## src/frp_consts.svh

```systemverilog
// Purpose: Offsets, fields, codes and sizes of the fuse and row calls.
// Assumes: Included by its bare name.
// Notes: Definitions only.
`ifndef FRP_CONSTS_SVH
`define FRP_CONSTS_SVH
`define FRP_OFS_DATA 8'h00
`define FRP_OFS_CTRL 8'h04
`define FRP_OFS_STAT 8'h08
`define FRP_CTRL_START 0
`define FRP_OPC_HI 31
`define FRP_OPC_LO 24
`define FRP_FADDR_HI 23
`define FRP_FADDR_LO 8
`define FRP_DIRECT_BIT 0
`define FRP_HVHW_BIT 1
`define FRP_STALL_BIT 2
`define FRP_BLK_HI 15
`define FRP_BLK_LO 8
`define FRP_VFY_HI 23
`define FRP_VFY_LO 16
`define FRP_OP_FUSE 8'h03
`define FRP_OP_ROW 8'h05
`define FRP_BLOCKING 8'h01
`define FRP_VFY_ON 8'h01
`define FRP_ST_OK 4'ha
`define FRP_ST_ERR 4'hf
`define FRP_RES_OK 32'ha000_0000
`define FRP_ERR_VERIFY 32'hf000_0022
`define FRP_ERR_PROT 32'hf000_0010
`define FRP_ERR_PARAM 32'hf000_0011
`define FRP_ERR_OPCODE 32'hf000_0012
`define FRP_ERR_PROG 32'hf000_0013
`define FRP_ROW_BYTES 512
`define FRP_RESP_OKAY 2'b00
`define FRP_RESP_SLVERR 2'b10
`endif

```

## src/frp_pkg.sv

```systemverilog
// Purpose: Types shared by the fuse and row call logic.
// Assumes: Nothing.
// Notes: Constants live in frp_consts.svh.
package frp_pkg;
  typedef enum logic [3:0] {
    S_IDLE = 4'b0000,
    S_FETCH = 4'b0001,
    S_DECODE = 4'b0010,
    S_FUSE = 4'b0011,
    S_ERASE = 4'b0100,
    S_PROG = 4'b0101,
    S_VERIFY = 4'b0110,
    S_RESULT = 4'b0111
  } frp_state_e;
  typedef logic [31:0] frp_word_t;
endpackage

```

## src/frp_regs_if.sv

```systemverilog
// Purpose: Carrier between the register slave and the call engine.
// Assumes: One clock.
// Notes: The engine's write to the data word wins over software.
`timescale 1ns/1ps
`default_nettype none
interface frp_regs_if;
  logic [31:0] call_data;
  logic start;
  logic hw_we;
  logic [31:0] hw_data;
  logic [31:0] status;
  logic held;
  modport slave_side (output call_data, output start,
    input hw_we, input hw_data, input status, input held);
  modport core_side (input call_data, input start,
    output hw_we, output hw_data, output status, output held);
endinterface
`default_nettype wire

```

## src/frp_call_core.sv

```systemverilog
// Purpose: Engine for the fuse-byte read and flash row-program calls.
// Assumes: Fuse, SRAM, protection and flash macro run on sys_clk.
// Notes: Start a call by writing the data word, then the doorbell.
//
// Decided for this implementation: the AXI4-Lite slave port and the register offsets.
`timescale 1ns/1ps
`default_nettype none
`include "frp_consts.svh"
module frp_call_core import frp_pkg::*; #(
  parameter int ROW_BYTES = `FRP_ROW_BYTES,
  parameter int IW = $clog2(ROW_BYTES / 4)
) (
  // Clock and reset.
  input wire logic sys_clk,
  input wire logic nrst,
  // AXI4-Lite register slave.
  input wire logic [7:0] s_axil_awaddr,
  input wire logic s_axil_awvalid,
  output logic s_axil_awready,
  input wire logic [31:0] s_axil_wdata,
  input wire logic [3:0] s_axil_wstrb,
  input wire logic s_axil_wvalid,
  output logic s_axil_wready,
  output logic [1:0] s_axil_bresp,
  output logic s_axil_bvalid,
  input wire logic s_axil_bready,
  input wire logic [7:0] s_axil_araddr,
  input wire logic s_axil_arvalid,
  output logic s_axil_arready,
  output logic [31:0] s_axil_rdata,
  output logic [1:0] s_axil_rresp,
  output logic s_axil_rvalid,
  input wire logic s_axil_rready,
  // Parameter block port into SRAM.
  output logic sram_req_q,
  output logic sram_we_q,
  output logic [31:0] sram_addr_q,
  output logic [31:0] sram_wdata_q,
  input wire logic sram_ack,
  input wire logic [31:0] sram_rdata,
  // Fuse array.
  output logic fuse_rd_q,
  output logic [15:0] fuse_addr_q,
  input wire logic fuse_ack,
  input wire logic [7:0] fuse_cell_intact,
  // Memory protection verdict for the caller.
  input wire logic flash_wr_allowed,
  // Flash macro control and events.
  output logic fl_erase_start_q,
  output logic fl_prog_start_q,
  output logic [31:0] fl_row_addr_q,
  output logic fl_hv_by_hw_q,
  output logic fl_stall_reads_q,
  input wire logic fl_erase_done,
  input wire logic fl_prog_done,
  input wire logic fl_prog_ok,
  // Row verify reads of flash and row latch.
  output logic fv_rd,
  output logic [31:0] fv_addr,
  input wire logic [31:0] fv_flash_word,
  output logic [IW-1:0] latch_idx,
  input wire logic [31:0] latch_word,
  // Caller status.
  output logic call_held_q,
  output logic call_returned_q
);
  frp_regs_if rif ();
  frp_state_e state_q;
  frp_state_e state_d;
  logic [31:0] w0_q;
  logic [31:0] w1_q;
  logic [31:0] ptr_q;
  logic [1:0] fidx_q;
  logic direct_q;
  logic done_q;
  logic [31:0] result_q;
  logic hw_we_q;
  logic vfy_start_q;
  logic vfy_done;
  logic vfy_mismatch;
  logic rif_hw_we_d;
  ////////////////////////////////////////////////////////////////////////
  // Decode of the call words.
  wire [7:0] opcode = w0_q[`FRP_OPC_HI:`FRP_OPC_LO];
  wire is_fuse = opcode == `FRP_OP_FUSE;
  wire is_row = opcode == `FRP_OP_ROW;
  wire blocking = w0_q[`FRP_BLK_HI:`FRP_BLK_LO] == `FRP_BLOCKING;
  wire vfy_en = w1_q[`FRP_VFY_HI:`FRP_VFY_LO] == `FRP_VFY_ON;
  wire call_direct = rif.call_data[`FRP_DIRECT_BIT];
  wire can_start = rif.start && state_q == S_IDLE;
  wire fetch_last = !is_row || fidx_q == 2'd2;
  wire [31:0] fuse_res = {`FRP_ST_OK, 20'h00000, ~fuse_cell_intact};
  wire [31:0] row_mask = ~(32'(ROW_BYTES) - 32'd1);
  wire [31:0] sram_fetch_addr = ptr_q + {28'h0000000, fidx_q, 2'b00};
  wire flash_busy = state_q == S_ERASE || state_q == S_PROG ||
    state_q == S_VERIFY;
  assign rif.hw_we = hw_we_q;
  assign rif.hw_data = result_q;
  assign rif.held = state_q != S_IDLE;
  assign rif.status = {24'h000000, state_q, 1'b0, done_q,
    call_returned_q, call_held_q};
  ////////////////////////////////////////////////////////////////////////
  // Next state.
  always_comb begin
    state_d = state_q;
    unique case (state_q)
      S_IDLE: begin
        if (can_start) begin
          state_d = call_direct ? S_DECODE : S_FETCH;
        end
      end
      S_FETCH: begin
        if (sram_req_q && sram_ack && fidx_q != 2'd0 && fetch_last) begin
          state_d = S_DECODE;
        end else if (sram_req_q && sram_ack && fidx_q == 2'd0 &&
                     sram_rdata[`FRP_OPC_HI:`FRP_OPC_LO] != `FRP_OP_ROW) begin
          state_d = S_DECODE;
        end
      end
      S_DECODE: begin
        if (is_fuse) begin
          state_d = S_FUSE;
        end else if (is_row && !direct_q && flash_wr_allowed) begin
          state_d = S_ERASE;
        end else begin
          state_d = S_RESULT;
        end
      end
      S_FUSE: begin
        if (fuse_ack) begin
          state_d = S_RESULT;
        end
      end
      S_ERASE: begin
        if (fl_erase_done) begin
          state_d = S_PROG;
        end
      end
      S_PROG: begin
        if (fl_prog_done) begin
          state_d = (fl_prog_ok && vfy_en) ? S_VERIFY : S_RESULT;
        end
      end
      S_VERIFY: begin
        if (vfy_done) begin
          state_d = S_RESULT;
        end
      end
      S_RESULT: begin
        if (direct_q || (sram_req_q && sram_ack)) begin
          state_d = S_IDLE;
        end
      end
      default: begin
        state_d = S_IDLE;
      end
    endcase
  end
  assign rif_hw_we_d = state_q == S_RESULT && direct_q && !hw_we_q;
  ////////////////////////////////////////////////////////////////////////
  // Call sequencing.
  always_ff @(posedge sys_clk or negedge nrst) begin
    if (!nrst) begin
      state_q <= S_IDLE;
      w0_q <= 32'h0000_0000;
      w1_q <= 32'h0000_0000;
      ptr_q <= 32'h0000_0000;
      fidx_q <= 2'd0;
      direct_q <= 1'b0;
      done_q <= 1'b0;
      result_q <= 32'h0000_0000;
      hw_we_q <= 1'b0;
      vfy_start_q <= 1'b0;
      sram_req_q <= 1'b0;
      sram_we_q <= 1'b0;
      sram_addr_q <= 32'h0000_0000;
      sram_wdata_q <= 32'h0000_0000;
      fuse_rd_q <= 1'b0;
      fuse_addr_q <= 16'h0000;
      fl_erase_start_q <= 1'b0;
      fl_prog_start_q <= 1'b0;
      fl_row_addr_q <= 32'h0000_0000;
      fl_hv_by_hw_q <= 1'b0;
      fl_stall_reads_q <= 1'b0;
      call_held_q <= 1'b0;
      call_returned_q <= 1'b0;
    end else begin
      state_q <= state_d;
      hw_we_q <= rif_hw_we_d;
      fl_erase_start_q <= 1'b0;
      fl_prog_start_q <= 1'b0;
      vfy_start_q <= 1'b0;
      fuse_rd_q <= 1'b0;
      call_held_q <= state_d != S_IDLE;
      // Stall only on request; otherwise other sectors stay readable.
      fl_stall_reads_q <= w0_q[`FRP_STALL_BIT] && flash_busy;
      if (can_start) begin
        direct_q <= call_direct;
        done_q <= 1'b0;
        call_returned_q <= 1'b0;
        fidx_q <= 2'd0;
        if (call_direct) begin
          w0_q <= rif.call_data;
        end else begin
          // The low two address bits are dropped to keep words aligned.
          ptr_q <= {rif.call_data[31:2], 2'b00};
          sram_req_q <= 1'b1;
          sram_we_q <= 1'b0;
          sram_addr_q <= {rif.call_data[31:2], 2'b00};
        end
      end
      if (state_q == S_FETCH && sram_req_q && sram_ack) begin
        if (fidx_q == 2'd0) begin
          // Only the row call reads bits 2:1; the fuse call ignores them.
          w0_q <= sram_rdata;
        end else if (fidx_q == 2'd1) begin
          w1_q <= sram_rdata;
        end else begin
          fl_row_addr_q <= sram_rdata & row_mask;
        end
        sram_req_q <= state_d == S_FETCH;
        sram_addr_q <= sram_fetch_addr + 32'd4;
        fidx_q <= fidx_q + 2'd1;
      end
      if (state_q == S_DECODE) begin
        if (is_fuse) begin
          fuse_rd_q <= 1'b1;
          fuse_addr_q <= w0_q[`FRP_FADDR_HI:`FRP_FADDR_LO];
        end else if (state_d == S_ERASE) begin
          fl_erase_start_q <= 1'b1;
          fl_hv_by_hw_q <= w0_q[`FRP_HVHW_BIT];
          call_returned_q <= !blocking;
        end else if (!is_row) begin
          result_q <= `FRP_ERR_OPCODE;
        end else if (direct_q) begin
          result_q <= `FRP_ERR_PARAM;
        end else begin
          result_q <= `FRP_ERR_PROT;
        end
      end
      if (state_q == S_FUSE && fuse_ack) begin
        result_q <= fuse_res;
      end
      if (state_q == S_ERASE && fl_erase_done) begin
        fl_prog_start_q <= 1'b1;
      end
      if (state_q == S_PROG && fl_prog_done) begin
        if (!fl_prog_ok) begin
          result_q <= `FRP_ERR_PROG;
        end else if (vfy_en) begin
          vfy_start_q <= 1'b1;
        end else begin
          result_q <= `FRP_RES_OK;
        end
      end
      if (state_q == S_VERIFY && vfy_done) begin
        result_q <= vfy_mismatch ? `FRP_ERR_VERIFY : `FRP_RES_OK;
      end
      if (state_q == S_RESULT && !direct_q && !sram_we_q) begin
        sram_req_q <= 1'b1;
        sram_we_q <= 1'b1;
        sram_addr_q <= ptr_q;
      end
      if (state_q == S_RESULT) begin
        sram_wdata_q <= result_q;
      end
      if (state_q == S_RESULT && sram_req_q && sram_ack) begin
        sram_req_q <= 1'b0;
        sram_we_q <= 1'b0;
      end
      if (state_q == S_RESULT && state_d == S_IDLE) begin
        done_q <= 1'b1;
        call_returned_q <= 1'b1;
      end
    end
  end
  ////////////////////////////////////////////////////////////////////////
  // Register slave and row compare.
  frp_axil_regs u_regs (
    .sys_clk(sys_clk),
    .nrst(nrst),
    .awaddr(s_axil_awaddr),
    .awvalid(s_axil_awvalid),
    .awready(s_axil_awready),
    .wdata(s_axil_wdata),
    .wstrb(s_axil_wstrb),
    .wvalid(s_axil_wvalid),
    .wready(s_axil_wready),
    .bresp(s_axil_bresp),
    .bvalid(s_axil_bvalid),
    .bready(s_axil_bready),
    .araddr(s_axil_araddr),
    .arvalid(s_axil_arvalid),
    .arready(s_axil_arready),
    .rdata(s_axil_rdata),
    .rresp(s_axil_rresp),
    .rvalid(s_axil_rvalid),
    .rready(s_axil_rready),
    .rif(rif.slave_side)
  );
  frp_row_verify #(
    .ROW_BYTES(ROW_BYTES),
    .IW(IW)
  ) u_verify (
    .sys_clk(sys_clk),
    .nrst(nrst),
    .start(vfy_start_q),
    .row_base(fl_row_addr_q),
    .rd(fv_rd),
    .rd_addr(fv_addr),
    .latch_idx(latch_idx),
    .flash_word(fv_flash_word),
    .latch_word(latch_word),
    .done(vfy_done),
    .mismatch(vfy_mismatch)
  );
endmodule
`default_nettype wire

```

## src/frp_axil_regs.sv

```systemverilog
// Purpose: AXI4-Lite slave holding the call data word, doorbell, status.
// Assumes: One write and one read at a time; 32-bit aligned words.
// Notes: Unmapped addresses answer SLVERR and read zero.
`timescale 1ns/1ps
`default_nettype none
`include "frp_consts.svh"
module frp_axil_regs import frp_pkg::*; (
  // Clock and reset.
  input wire logic sys_clk,
  input wire logic nrst,
  // Write channels.
  input wire logic [7:0] awaddr,
  input wire logic awvalid,
  output logic awready,
  input wire logic [31:0] wdata,
  input wire logic [3:0] wstrb,
  input wire logic wvalid,
  output logic wready,
  output logic [1:0] bresp,
  output logic bvalid,
  input wire logic bready,
  // Read channels.
  input wire logic [7:0] araddr,
  input wire logic arvalid,
  output logic arready,
  output logic [31:0] rdata,
  output logic [1:0] rresp,
  output logic rvalid,
  input wire logic rready,
  // Engine side.
  frp_regs_if.slave_side rif
);
  logic [7:0] aw_q;
  logic aw_have_q;
  logic [31:0] w_q;
  logic [3:0] ws_q;
  logic w_have_q;
  logic [31:0] data_q;
  logic start_q;
  wire do_wr = aw_have_q && w_have_q && !bvalid;
  wire wr_data = do_wr && aw_q == `FRP_OFS_DATA;
  wire wr_ctrl = do_wr && aw_q == `FRP_OFS_CTRL;
  wire wr_ok = wr_data || wr_ctrl;
  wire [31:0] wmask = {{8{ws_q[3]}}, {8{ws_q[2]}}, {8{ws_q[1]}},
    {8{ws_q[0]}}};
  wire [31:0] rd_mux = araddr == `FRP_OFS_DATA ? data_q :
    araddr == `FRP_OFS_STAT ? rif.status : 32'h0000_0000;
  wire rd_ok = araddr == `FRP_OFS_DATA || araddr == `FRP_OFS_STAT ||
    araddr == `FRP_OFS_CTRL;
  assign awready = !aw_have_q;
  assign wready = !w_have_q;
  assign arready = !rvalid;
  assign rif.call_data = data_q;
  assign rif.start = start_q;
  ////////////////////////////////////////////////////////////////////////
  always_ff @(posedge sys_clk or negedge nrst) begin
    if (!nrst) begin
      aw_q <= 8'h00;
      aw_have_q <= 1'b0;
      w_q <= 32'h0000_0000;
      ws_q <= 4'h0;
      w_have_q <= 1'b0;
      bvalid <= 1'b0;
      bresp <= `FRP_RESP_OKAY;
      rvalid <= 1'b0;
      rdata <= 32'h0000_0000;
      rresp <= `FRP_RESP_OKAY;
      data_q <= 32'h0000_0000;
      start_q <= 1'b0;
    end else begin
      if (awvalid && awready) begin
        aw_q <= awaddr;
        aw_have_q <= 1'b1;
      end else if (do_wr) begin
        aw_have_q <= 1'b0;
      end
      if (wvalid && wready) begin
        w_q <= wdata;
        ws_q <= wstrb;
        w_have_q <= 1'b1;
      end else if (do_wr) begin
        w_have_q <= 1'b0;
      end
      if (do_wr) begin
        bvalid <= 1'b1;
        bresp <= wr_ok ? `FRP_RESP_OKAY : `FRP_RESP_SLVERR;
      end else if (bready) begin
        bvalid <= 1'b0;
      end
      start_q <= wr_ctrl && ws_q[0] && w_q[`FRP_CTRL_START];
      // Software may not rewrite the word while a call holds it.
      if (rif.hw_we) begin
        data_q <= rif.hw_data;
      end else if (wr_data && !rif.held) begin
        data_q <= (data_q & ~wmask) | (w_q & wmask);
      end
      if (arvalid && arready) begin
        rvalid <= 1'b1;
        rdata <= rd_mux;
        rresp <= rd_ok ? `FRP_RESP_OKAY : `FRP_RESP_SLVERR;
      end else if (rready) begin
        rvalid <= 1'b0;
      end
    end
  end
endmodule
`default_nettype wire

```

## src/frp_row_verify.sv

```systemverilog
// Purpose: Compares a programmed flash row with the row latch.
// Assumes: Flash and latch data arrive one cycle after their address.
// Notes: One word per cycle; done pulses after the last compare.
`timescale 1ns/1ps
`default_nettype none
`include "frp_consts.svh"
module frp_row_verify import frp_pkg::*; #(
  parameter int ROW_BYTES = `FRP_ROW_BYTES,
  parameter int IW = $clog2(ROW_BYTES / 4)
) (
  input wire logic sys_clk,
  input wire logic nrst,
  input wire logic start,
  input wire logic [31:0] row_base,
  output logic rd,
  output logic [31:0] rd_addr,
  output logic [IW-1:0] latch_idx,
  input wire logic [31:0] flash_word,
  input wire logic [31:0] latch_word,
  output logic done,
  output logic mismatch
);
  localparam logic [IW-1:0] LAST = IW'(ROW_BYTES / 4 - 1);
  logic busy_q;
  logic [IW-1:0] idx_q;
  logic pend_q;
  logic last_q;
  wire [31:0] next_addr = row_base + {{(30 - IW){1'b0}}, idx_q, 2'b00};
  always_ff @(posedge sys_clk or negedge nrst) begin
    if (!nrst) begin
      busy_q <= 1'b0;
      idx_q <= '0;
      pend_q <= 1'b0;
      last_q <= 1'b0;
      rd <= 1'b0;
      rd_addr <= 32'h0000_0000;
      latch_idx <= '0;
      done <= 1'b0;
      mismatch <= 1'b0;
    end else begin
      rd <= busy_q;
      pend_q <= rd;
      last_q <= rd && latch_idx == LAST;
      done <= pend_q && last_q;
      if (busy_q) begin
        rd_addr <= next_addr;
        latch_idx <= idx_q;
        idx_q <= idx_q + 1'b1;
        busy_q <= idx_q != LAST;
      end
      if (start) begin
        busy_q <= 1'b1;
        idx_q <= '0;
        mismatch <= 1'b0;
      end else if (pend_q && flash_word != latch_word) begin
        mismatch <= 1'b1;
      end
    end
  end
endmodule
`default_nettype wire

```

## config.mk

```make
export PLATFORM = sky130hd
export DESIGN_NAME = frp_call_core
export DESIGN_NICKNAME = d
export VERILOG_FILES = /design/src/frp_pkg.sv /design/src/frp_regs_if.sv /design/src/frp_call_core.sv /design/src/frp_axil_regs.sv /design/src/frp_row_verify.sv
export VERILOG_INCLUDE_DIRS = /design/src
export SDC_FILE = /design/constraint.sdc
export NUM_CORES = 1
export LEC_CHECK = 0
export BUFFER_PORTS_ARGS = -buffer_cell sky130_fd_sc_hd__buf_2
export CELL_PAD_IN_SITES_DETAIL_PLACEMENT = 0
export CELL_PAD_IN_SITES_GLOBAL_PLACEMENT = 1
export CORE_MARGIN = 2
export CORE_UTILIZATION = 42
export CTS_CLUSTER_SIZE = 20
export DETAILED_ROUTE_END_ITERATION = 10
export GPL_TIMING_DRIVEN = 0
export PLACE_DENSITY = 0.84
export RECOVER_POWER = 100
export REMOVE_ABC_BUFFERS = 1
export SYNTH_ARGS = -nofsm -noshare
export SYNTH_HDL_FRONTEND = slang
export SYNTH_SLANG_ARGS = --single-unit
```

## constraint.sdc

```tcl
create_clock -name sys_clk -period 3.2 [get_ports sys_clk]
set_input_delay 0.64 -clock sys_clk [delete_from_list [all_inputs] [get_ports sys_clk]]
set_output_delay 0.64 -clock sys_clk [all_outputs]
set_load 0.02 [all_outputs]
```

* Yosys cells after proc, flatten, opt, wreduce, memory -nomap -nowiden
Index checks and enable logic that the tools add are counted.
** Storage, ports and cells
- Bits in latches :: 0
- Memories kept :: 0
- Input port bits :: 169
- Memory bits (writable) :: 0
- Logic and storage cells :: 242
- Output and inout bits :: 202
- Flip-flop bits (word level) :: 409
- ROM bits :: 0
** Cells by class
- Equal/unequal tests :: 25
- Divide/modulo/power cells :: 0
- Bitwise gates (word level) :: 9
- Reduce and logical (&&, ||, !) cells :: 81
- Add/sub/neg operators :: 5
- Mux-type cells :: 78
- $lt $le $gt $ge :: 0
- Shift operators :: 0
- Multipliers :: 0
** Operators by type and width (number)
- $mux 32 :: 19
- $and 32x32->32 :: 2
- $mux 1 :: 38
- $logic_and 1x1->1 :: 36
- $add 32x3->32 const B :: 1
- $add 32x4->32 :: 1
- $add 32x9->32 :: 1
- $mux 4 :: 8
- $ne 32x32->1 :: 1
- $not 32->32 :: 1
- $or 32x32->32 :: 1
- $pmux 4 s8 :: 1
- $mux 31 :: 1
- $eq 8x3->1 const B :: 3
- $eq 4x3->1 const B :: 5
- $reduce_bool 2->1 :: 10
- $eq 8x1->1 const B :: 2
- $logic_not 8->1 :: 2
- $mux 2 :: 7
- $mux 7 :: 2
- $reduce_bool 4->1 :: 3
- $logic_not 1->1 :: 10
- $reduce_and 2->1 :: 5
- $reduce_and 3->1 :: 3
- 21 further kinds :: 35

* Logic depth before layout (Yosys ltp)
- Word-level depth :: 15
- Gate-level depth with buffers :: 13
- Depth with buffers taken out :: 13

* Hierarchy
From an unflattened synthesis, not the netlist that was laid out.
** Unflattened totals
- Cells, all modules :: 1799
- Area, all modules :: 19105.8 µm²
** Modules (own cells, without submodules)
- frp_call_core :: area each 10007.1 µm², instances 1, sequential area each 5405.2 µm², cells an instance 972
- frp_axil_regs :: area each 5938.2 µm², instances 1, sequential area each 2877.8 µm², cells an instance 507
- frp_row_verify :: area each 3160.5 µm², instances 1, sequential area each 1301.2 µm², cells an instance 320

* Least setup slack after synthesis
No wires, ideal clock.
- Path kind :: reg-to-reg
- From :: reg w0_q[27]
- To :: reg result_q[10]
- Path slack :: 0.301 ns
- Clock period less this slack :: 2.899 ns
- Path buffers :: 2
- Library setup time :: 0.064 ns
- Arrival time :: 2.835 ns
- Cell stages (with the launch flop) :: 10
- Required time :: 3.136 ns
- Cell sequence :: dfrtp_1 > or4b_4 > or4_4 > o311ai_4 > or3b_1 > clkbuf_2 > o21a_4 > nor3_4 > buf_6 > and2_2
** Between the ends
- Cells in the longest elaborated chain, start to end :: 15
- Elaborated cells between the ends (all ways) :: 20
- Classes of those cells :: eq/ne (3); mux (12); reduce/logical (5)
** Ends and longest elaborated chain
- start, declared :: line frp_call_core.sv:70 : logic [31:0] w0_q;
- start signal, assigned :: line frp_call_core.sv:203 : w0_q <= rif.call_data;
- start signal, assigned :: line frp_call_core.sv:215 : w0_q <= sram_rdata;
- $eq 8x3->1 (no source line)
- $logic_and 1x1->1 or $logic_not 1->1 (tied branches)
- $logic_and 1x1->1 or $logic_or 1x1->1 (tied branches) :: line frp_call_core.sv:123, frp_call_core.sv:91
- $mux 2 or $logic_and 1x1->1 (tied branches) :: line frp_call_core.sv:123, frp_call_core.sv:113
- $mux 3 or $mux 4 (tied branches) :: line frp_call_core.sv:121, frp_call_core.sv:113
- $pmux 4 s8 * :: line frp_call_core.sv:106 : unique case (state_q)
- via state_d[1] :: line frp_call_core.sv:69 : frp_state_e state_d;
- $eq 4x3->1 * :: line frp_call_core.sv:229 : end else if (state_d == S_ERASE) begin
- $mux 32 * :: line frp_call_core.sv:229
- $mux 32 * :: line frp_call_core.sv:226 : if (is_fuse) begin
- $mux 32 * :: line frp_call_core.sv:225 : if (state_q == S_DECODE) begin
- $mux 32 * :: line frp_call_core.sv:241 : if (state_q == S_FUSE && fuse_ack) begin
- $mux 32 :: line frp_call_core.sv:250 : end else if (vfy_en) begin
- $mux 32 :: line frp_call_core.sv:248 : if (!fl_prog_ok) begin
- $mux 32 * :: line frp_call_core.sv:247 : if (state_q == S_PROG && fl_prog_done) begin
- $mux 32 * :: line frp_call_core.sv:256 : if (state_q == S_VERIFY && vfy_done) begin
- end signal, assigned :: line frp_call_core.sv:249 : result_q <= `FRP_ERR_PROG;
- end signal, assigned :: line frp_call_core.sv:253 : result_q <= `FRP_RES_OK;
- end signal, assigned :: line frp_call_core.sv:257 : result_q <= vfy_mismatch ? `FRP_ERR_VERIFY : `FRP_RES_OK;
- end, declared :: line frp_call_core.sv:76 : logic [31:0] result_q;
Mark *: on every way through the listed nets, which the timed path passes. The rest lies on a longest branch.
A chain may end at the register's enable or synchronous reset.

* Worst setup path in the final report
- From :: reg w0_q[27]
- To :: reg result_q[13]
** Between the ends
- Cells in the longest elaborated chain, start to end :: 15
- Elaborated cells between the ends (all ways) :: 20
- Classes of those cells :: eq/ne (3); mux (12); reduce/logical (5)
** Ends and longest elaborated chain (line)
- $eq 8x3->1 (no source line)
- $logic_and 1x1->1 or $logic_not 1->1 (tied branches)
- $logic_and 1x1->1 or $logic_or 1x1->1 (tied branches) :: frp_call_core.sv:123, frp_call_core.sv:91
- $mux 2 or $logic_and 1x1->1 (tied branches) :: frp_call_core.sv:123, frp_call_core.sv:113
- $mux 3 or $mux 4 (tied branches) :: frp_call_core.sv:121, frp_call_core.sv:113
- $pmux 4 s8 :: frp_call_core.sv:106
- $eq 4x3->1 :: frp_call_core.sv:229
- $mux 32 :: frp_call_core.sv:229
- $mux 32 * :: frp_call_core.sv:226
- $mux 32 * :: frp_call_core.sv:225
- $mux 32 * :: frp_call_core.sv:241
- $mux 32 :: frp_call_core.sv:250
- $mux 32 :: frp_call_core.sv:248
- $mux 32 * :: frp_call_core.sv:247
- $mux 32 * :: frp_call_core.sv:256
Mark *: on every way between the ends. The rest lies on a longest branch, timed or not.

==> results.json <==
{
  "async_flop_share_pct": 100,
  "worstPathRequired_ns": 3.70,
  "grt_use_total_pct": 22.8,
  "viasPerCell": 5.25,
  "finalHoldViolations": 0,
  "cts-buffers-inserted": 42,
  "start_util_pct": 42.7,
  "final-setup-viol-count": 0,
  "path_buf_inv": 1,
  "ys.warnings.count": 0,
  "routabilityCongestion": 0.832,
  "fmax_ghz": 0.320,
  "cts_tree": "done",
  "rows": 71,
  "final_common_cell": "dfrtp_1",
  "critPathArrivalTime_ns": 3.62,
  "die_y_um": 200,
  "grt_pass1_wl_um": 69100,
  "ys_types": 67,
  "synthTopCellsByArea": "dfrtp_1 58%, mux2_2 10%, nand2_1 4.6%, mux2i_1 4.4%, o21ai_0 2.7%",
  "final_nets": 1902,
  "path_clk_slew_ns": 0.06,
  "critPathCaptureType": "register",
  "grt_max_degree": 124,
  "status": "finished with violations",
  "slew_headroom_pct": -42.1,
  "clk_latency_ns": 0.56,
  "drt_iter0_markers": 923,
  "syn_area_per_cell_um2": 11.7,
  "min_from": "s_axil_bready",
  "ir_worst_vdd_mv": 0.485,
  "ant_nets": 0,
  "fin_crit_sh_pct": 97.6,
  "vias": 11900,
  "path_delay_family": "simple AND/OR/NAND/NOR gates",
  "cp_cell_sequence": "or4b_1, or4_4, o311ai_4, or3b_4, o21a_4, nor3_2, buf_4, and2_2",
  "cts_buffer_depth": 3,
  "yosysSeqAreaShare_pct": 58.2,
  "final_cell_mix": "373 x dfrtp_1, 196 x clkbuf_1, 194 x nand2_1",
  "total_power_uw": 11400,
  "power_density_mw_per_mm2": 576,
  "synth-edff-count": 0,
  "ios": 371,
  "start_kind": "register",
  "core_mm2": 0.0377,
  "die_w_um": 200,
  "finClkSkew_ns": 0.0165,
  "hold_buffers": 0,
  "yosysTopAreaCell": "dfrtp_1",
  "drc": 0,
  "wl_per_cell_um": 20.1,
  "pre_cts_ws_ns": -0.668,
  "layout-drive-gt1-share_pct": 25.3,
  "timing.rr.start": "w0_q[27]",
  "rsz0062_at_grt": "true",
  "fin_crit_ns": 3.12,
  "grt_pass1_vias": 11900,
  "wl_um": 45600,
  "cts_htree_levels": 2,
  "cp_max_fo": 7,
  "drv_cap": 3,
  "setup_slack_ns": 0.0780,
  "hpwl_um": 32100,
  "syn2layout_area_growth_pct": 22.8,
  "min_path_type": "input port to register",
  "leakage_uw": 0.00965,
  "yosys.area.top_type_share_pct": 58.2,
  "synth_top_flop_cell": "dfrtp_1",
  "tightest_slew_ns": 2.13,
  "antenna_found_initial": 9,
  "root_buffer": "clkbuf_16",
  "violations": "capacitance limit, slew limit",
  "cp-startpoint": "w0_q[27]",
  "max_stage_delay_ns": 0.60,
  "clock-sinks": 374,
  "ys_seq_elements": 374,
  "dieArea_mm2": 0.0399,
  "synth_area_mm2": 0.0161,
  "slowest_stage": "or4b_1",
  "syn-instance-count": 1378,
  "grt_overflow": 0,
  "dr.pass1.iters": 8,
  "path_class": "register to register",
  "final_max_slew_viol_count": 123,
  "port_buffers": 349
}
metrics by stage:
step	utilization, %	cells	setup TNS, ns	cell area [µm²]	hold WS [ns]
finish	52.5	2273	0	19800	0.273
global route	52.5	2272	-0.0901	19800	0.265
CTS	53.3	2262	0	20100	0.0416
detailed placement	49.1	2181	-30.55	18500	0.392
global placement	48.1	2164	-2585.93	18100	0.384
floorplan	-	1304	-51.75	15700	0.344
final timing paths:
kind	to	slack, ns	cells past startpoint
setup / recovery	result_q[13]	0.08	8
hold / removal	u_regs.bvalid	0.27	2
setup reg to reg	result_q[13]	0.08	8
hold reg to reg	u_verify.pend_q	0.41	0
max in group asynchronous	fl_row_addr_q[14]	0.56	3
min in group asynchronous	sram_wdata_q[2]	0.53	1
what timing repair did:
item	4_1_cts	5_1_grt
setup buffers	5	3
cloned	1	1
resized for setup	8	10
pin swaps	4	1
setup endpoints to repair	89	45
state kept, by name (all words and copies together), names as in the netlist, 2 cells and up, named ones only:
name / count
result_q: 32
sram_wdata_q: 32
u_regs.rdata: 32
u_regs.w_q: 32
ptr_q: 30
sram_addr_q: 30
w0_q: 26
u_verify.rd_addr: 24
fl_row_addr_q: 23
fuse_addr_q: 16
u_regs.aw_q: 8
w1_q: 8
u_verify.idx_q: 7
u_verify.latch_idx: 6
state_q: 4
u_regs.ws_q: 4
fidx_q: 2
cell type report:
| class | instances | area (µm²) |
|---|---|---|
| Tap cell | 511 | 639 |
| Sequential cell | 374 | 9360 |
| Fill cell | 3459 | 17900 |
| Timing Repair Buffer | 374 | 1810 |
| Clock buffer | 63 | 1310 |
| Clock inverter | 12 | 149 |
| Multi-Input combinational cell | 917 | 6410 |
| Antenna cell | 7 | 17.5 |
| Inverter | 15 | 56.3 |
synth_stat cells, drive strengths merged, types with 2 or more instances:
cell,count
nand4,13
a211o,2
nand2b,5
mux2,146
nor2,80
nand4b,2
a31oi,8
a221o,6
nor3,10
a21oi,46
a222oi,16
xnor2,12
dfrtp,374
clkbuf,61
and4,4
a21o,3
mux2i,70
nand2,196
nor4,14
and3b,2
and2,27
nor3b,3
o21ai,89
o221ai,2
o21a,2
or3,5
ha,8
o22ai,2
xor2,43
o311ai,2
nand3,19
a22o,26
or3b,2
nor2b,6
inv,14
o31ai,2
or2,2
buf,28
and3,6
nor4b,4
cells by family (layout without fill, tap and decap cells):
| logic type | after synthesis | after routing | synth area share [%] |
|---|---|---|---|
| buffers and inverters | 104 | 464 | 3.04 |
| other | 1 | 23 | 0.0233 |
| AOI/OAI and AO/OA | 214 | 214 | 8.64 |
| muxes | 216 | 216 | 14.6 |
| adders and majority gates | 9 | 9 | 0.746 |
| and+or+nand+nor | 405 | 407 | 11.8 |
| xor gates and xnor gates | 55 | 55 | 2.99 |
| DFF | 374 | 374 | 58.2 |
routing by layer:
metal	vias to the layer above	wire length, µm	global-route usage (%)
li1	5509	-	-
met1	5991	20400	31.7
met2	352	21100	35.5
met3	84	2760	4.82
met4	2	1290	8.12
met5	-	13	0
where the power goes:
group	switching [µW]	leakage, µW	internal [µW]	total, µW
clock	1950	0.000722	3080	5030
combinational	482	0.00401	475	956
sequential	282	0.00491	5110	5390
total	2710	0.00965	8660	11400
No activity file was read; power rests on OpenSTA's default activity.
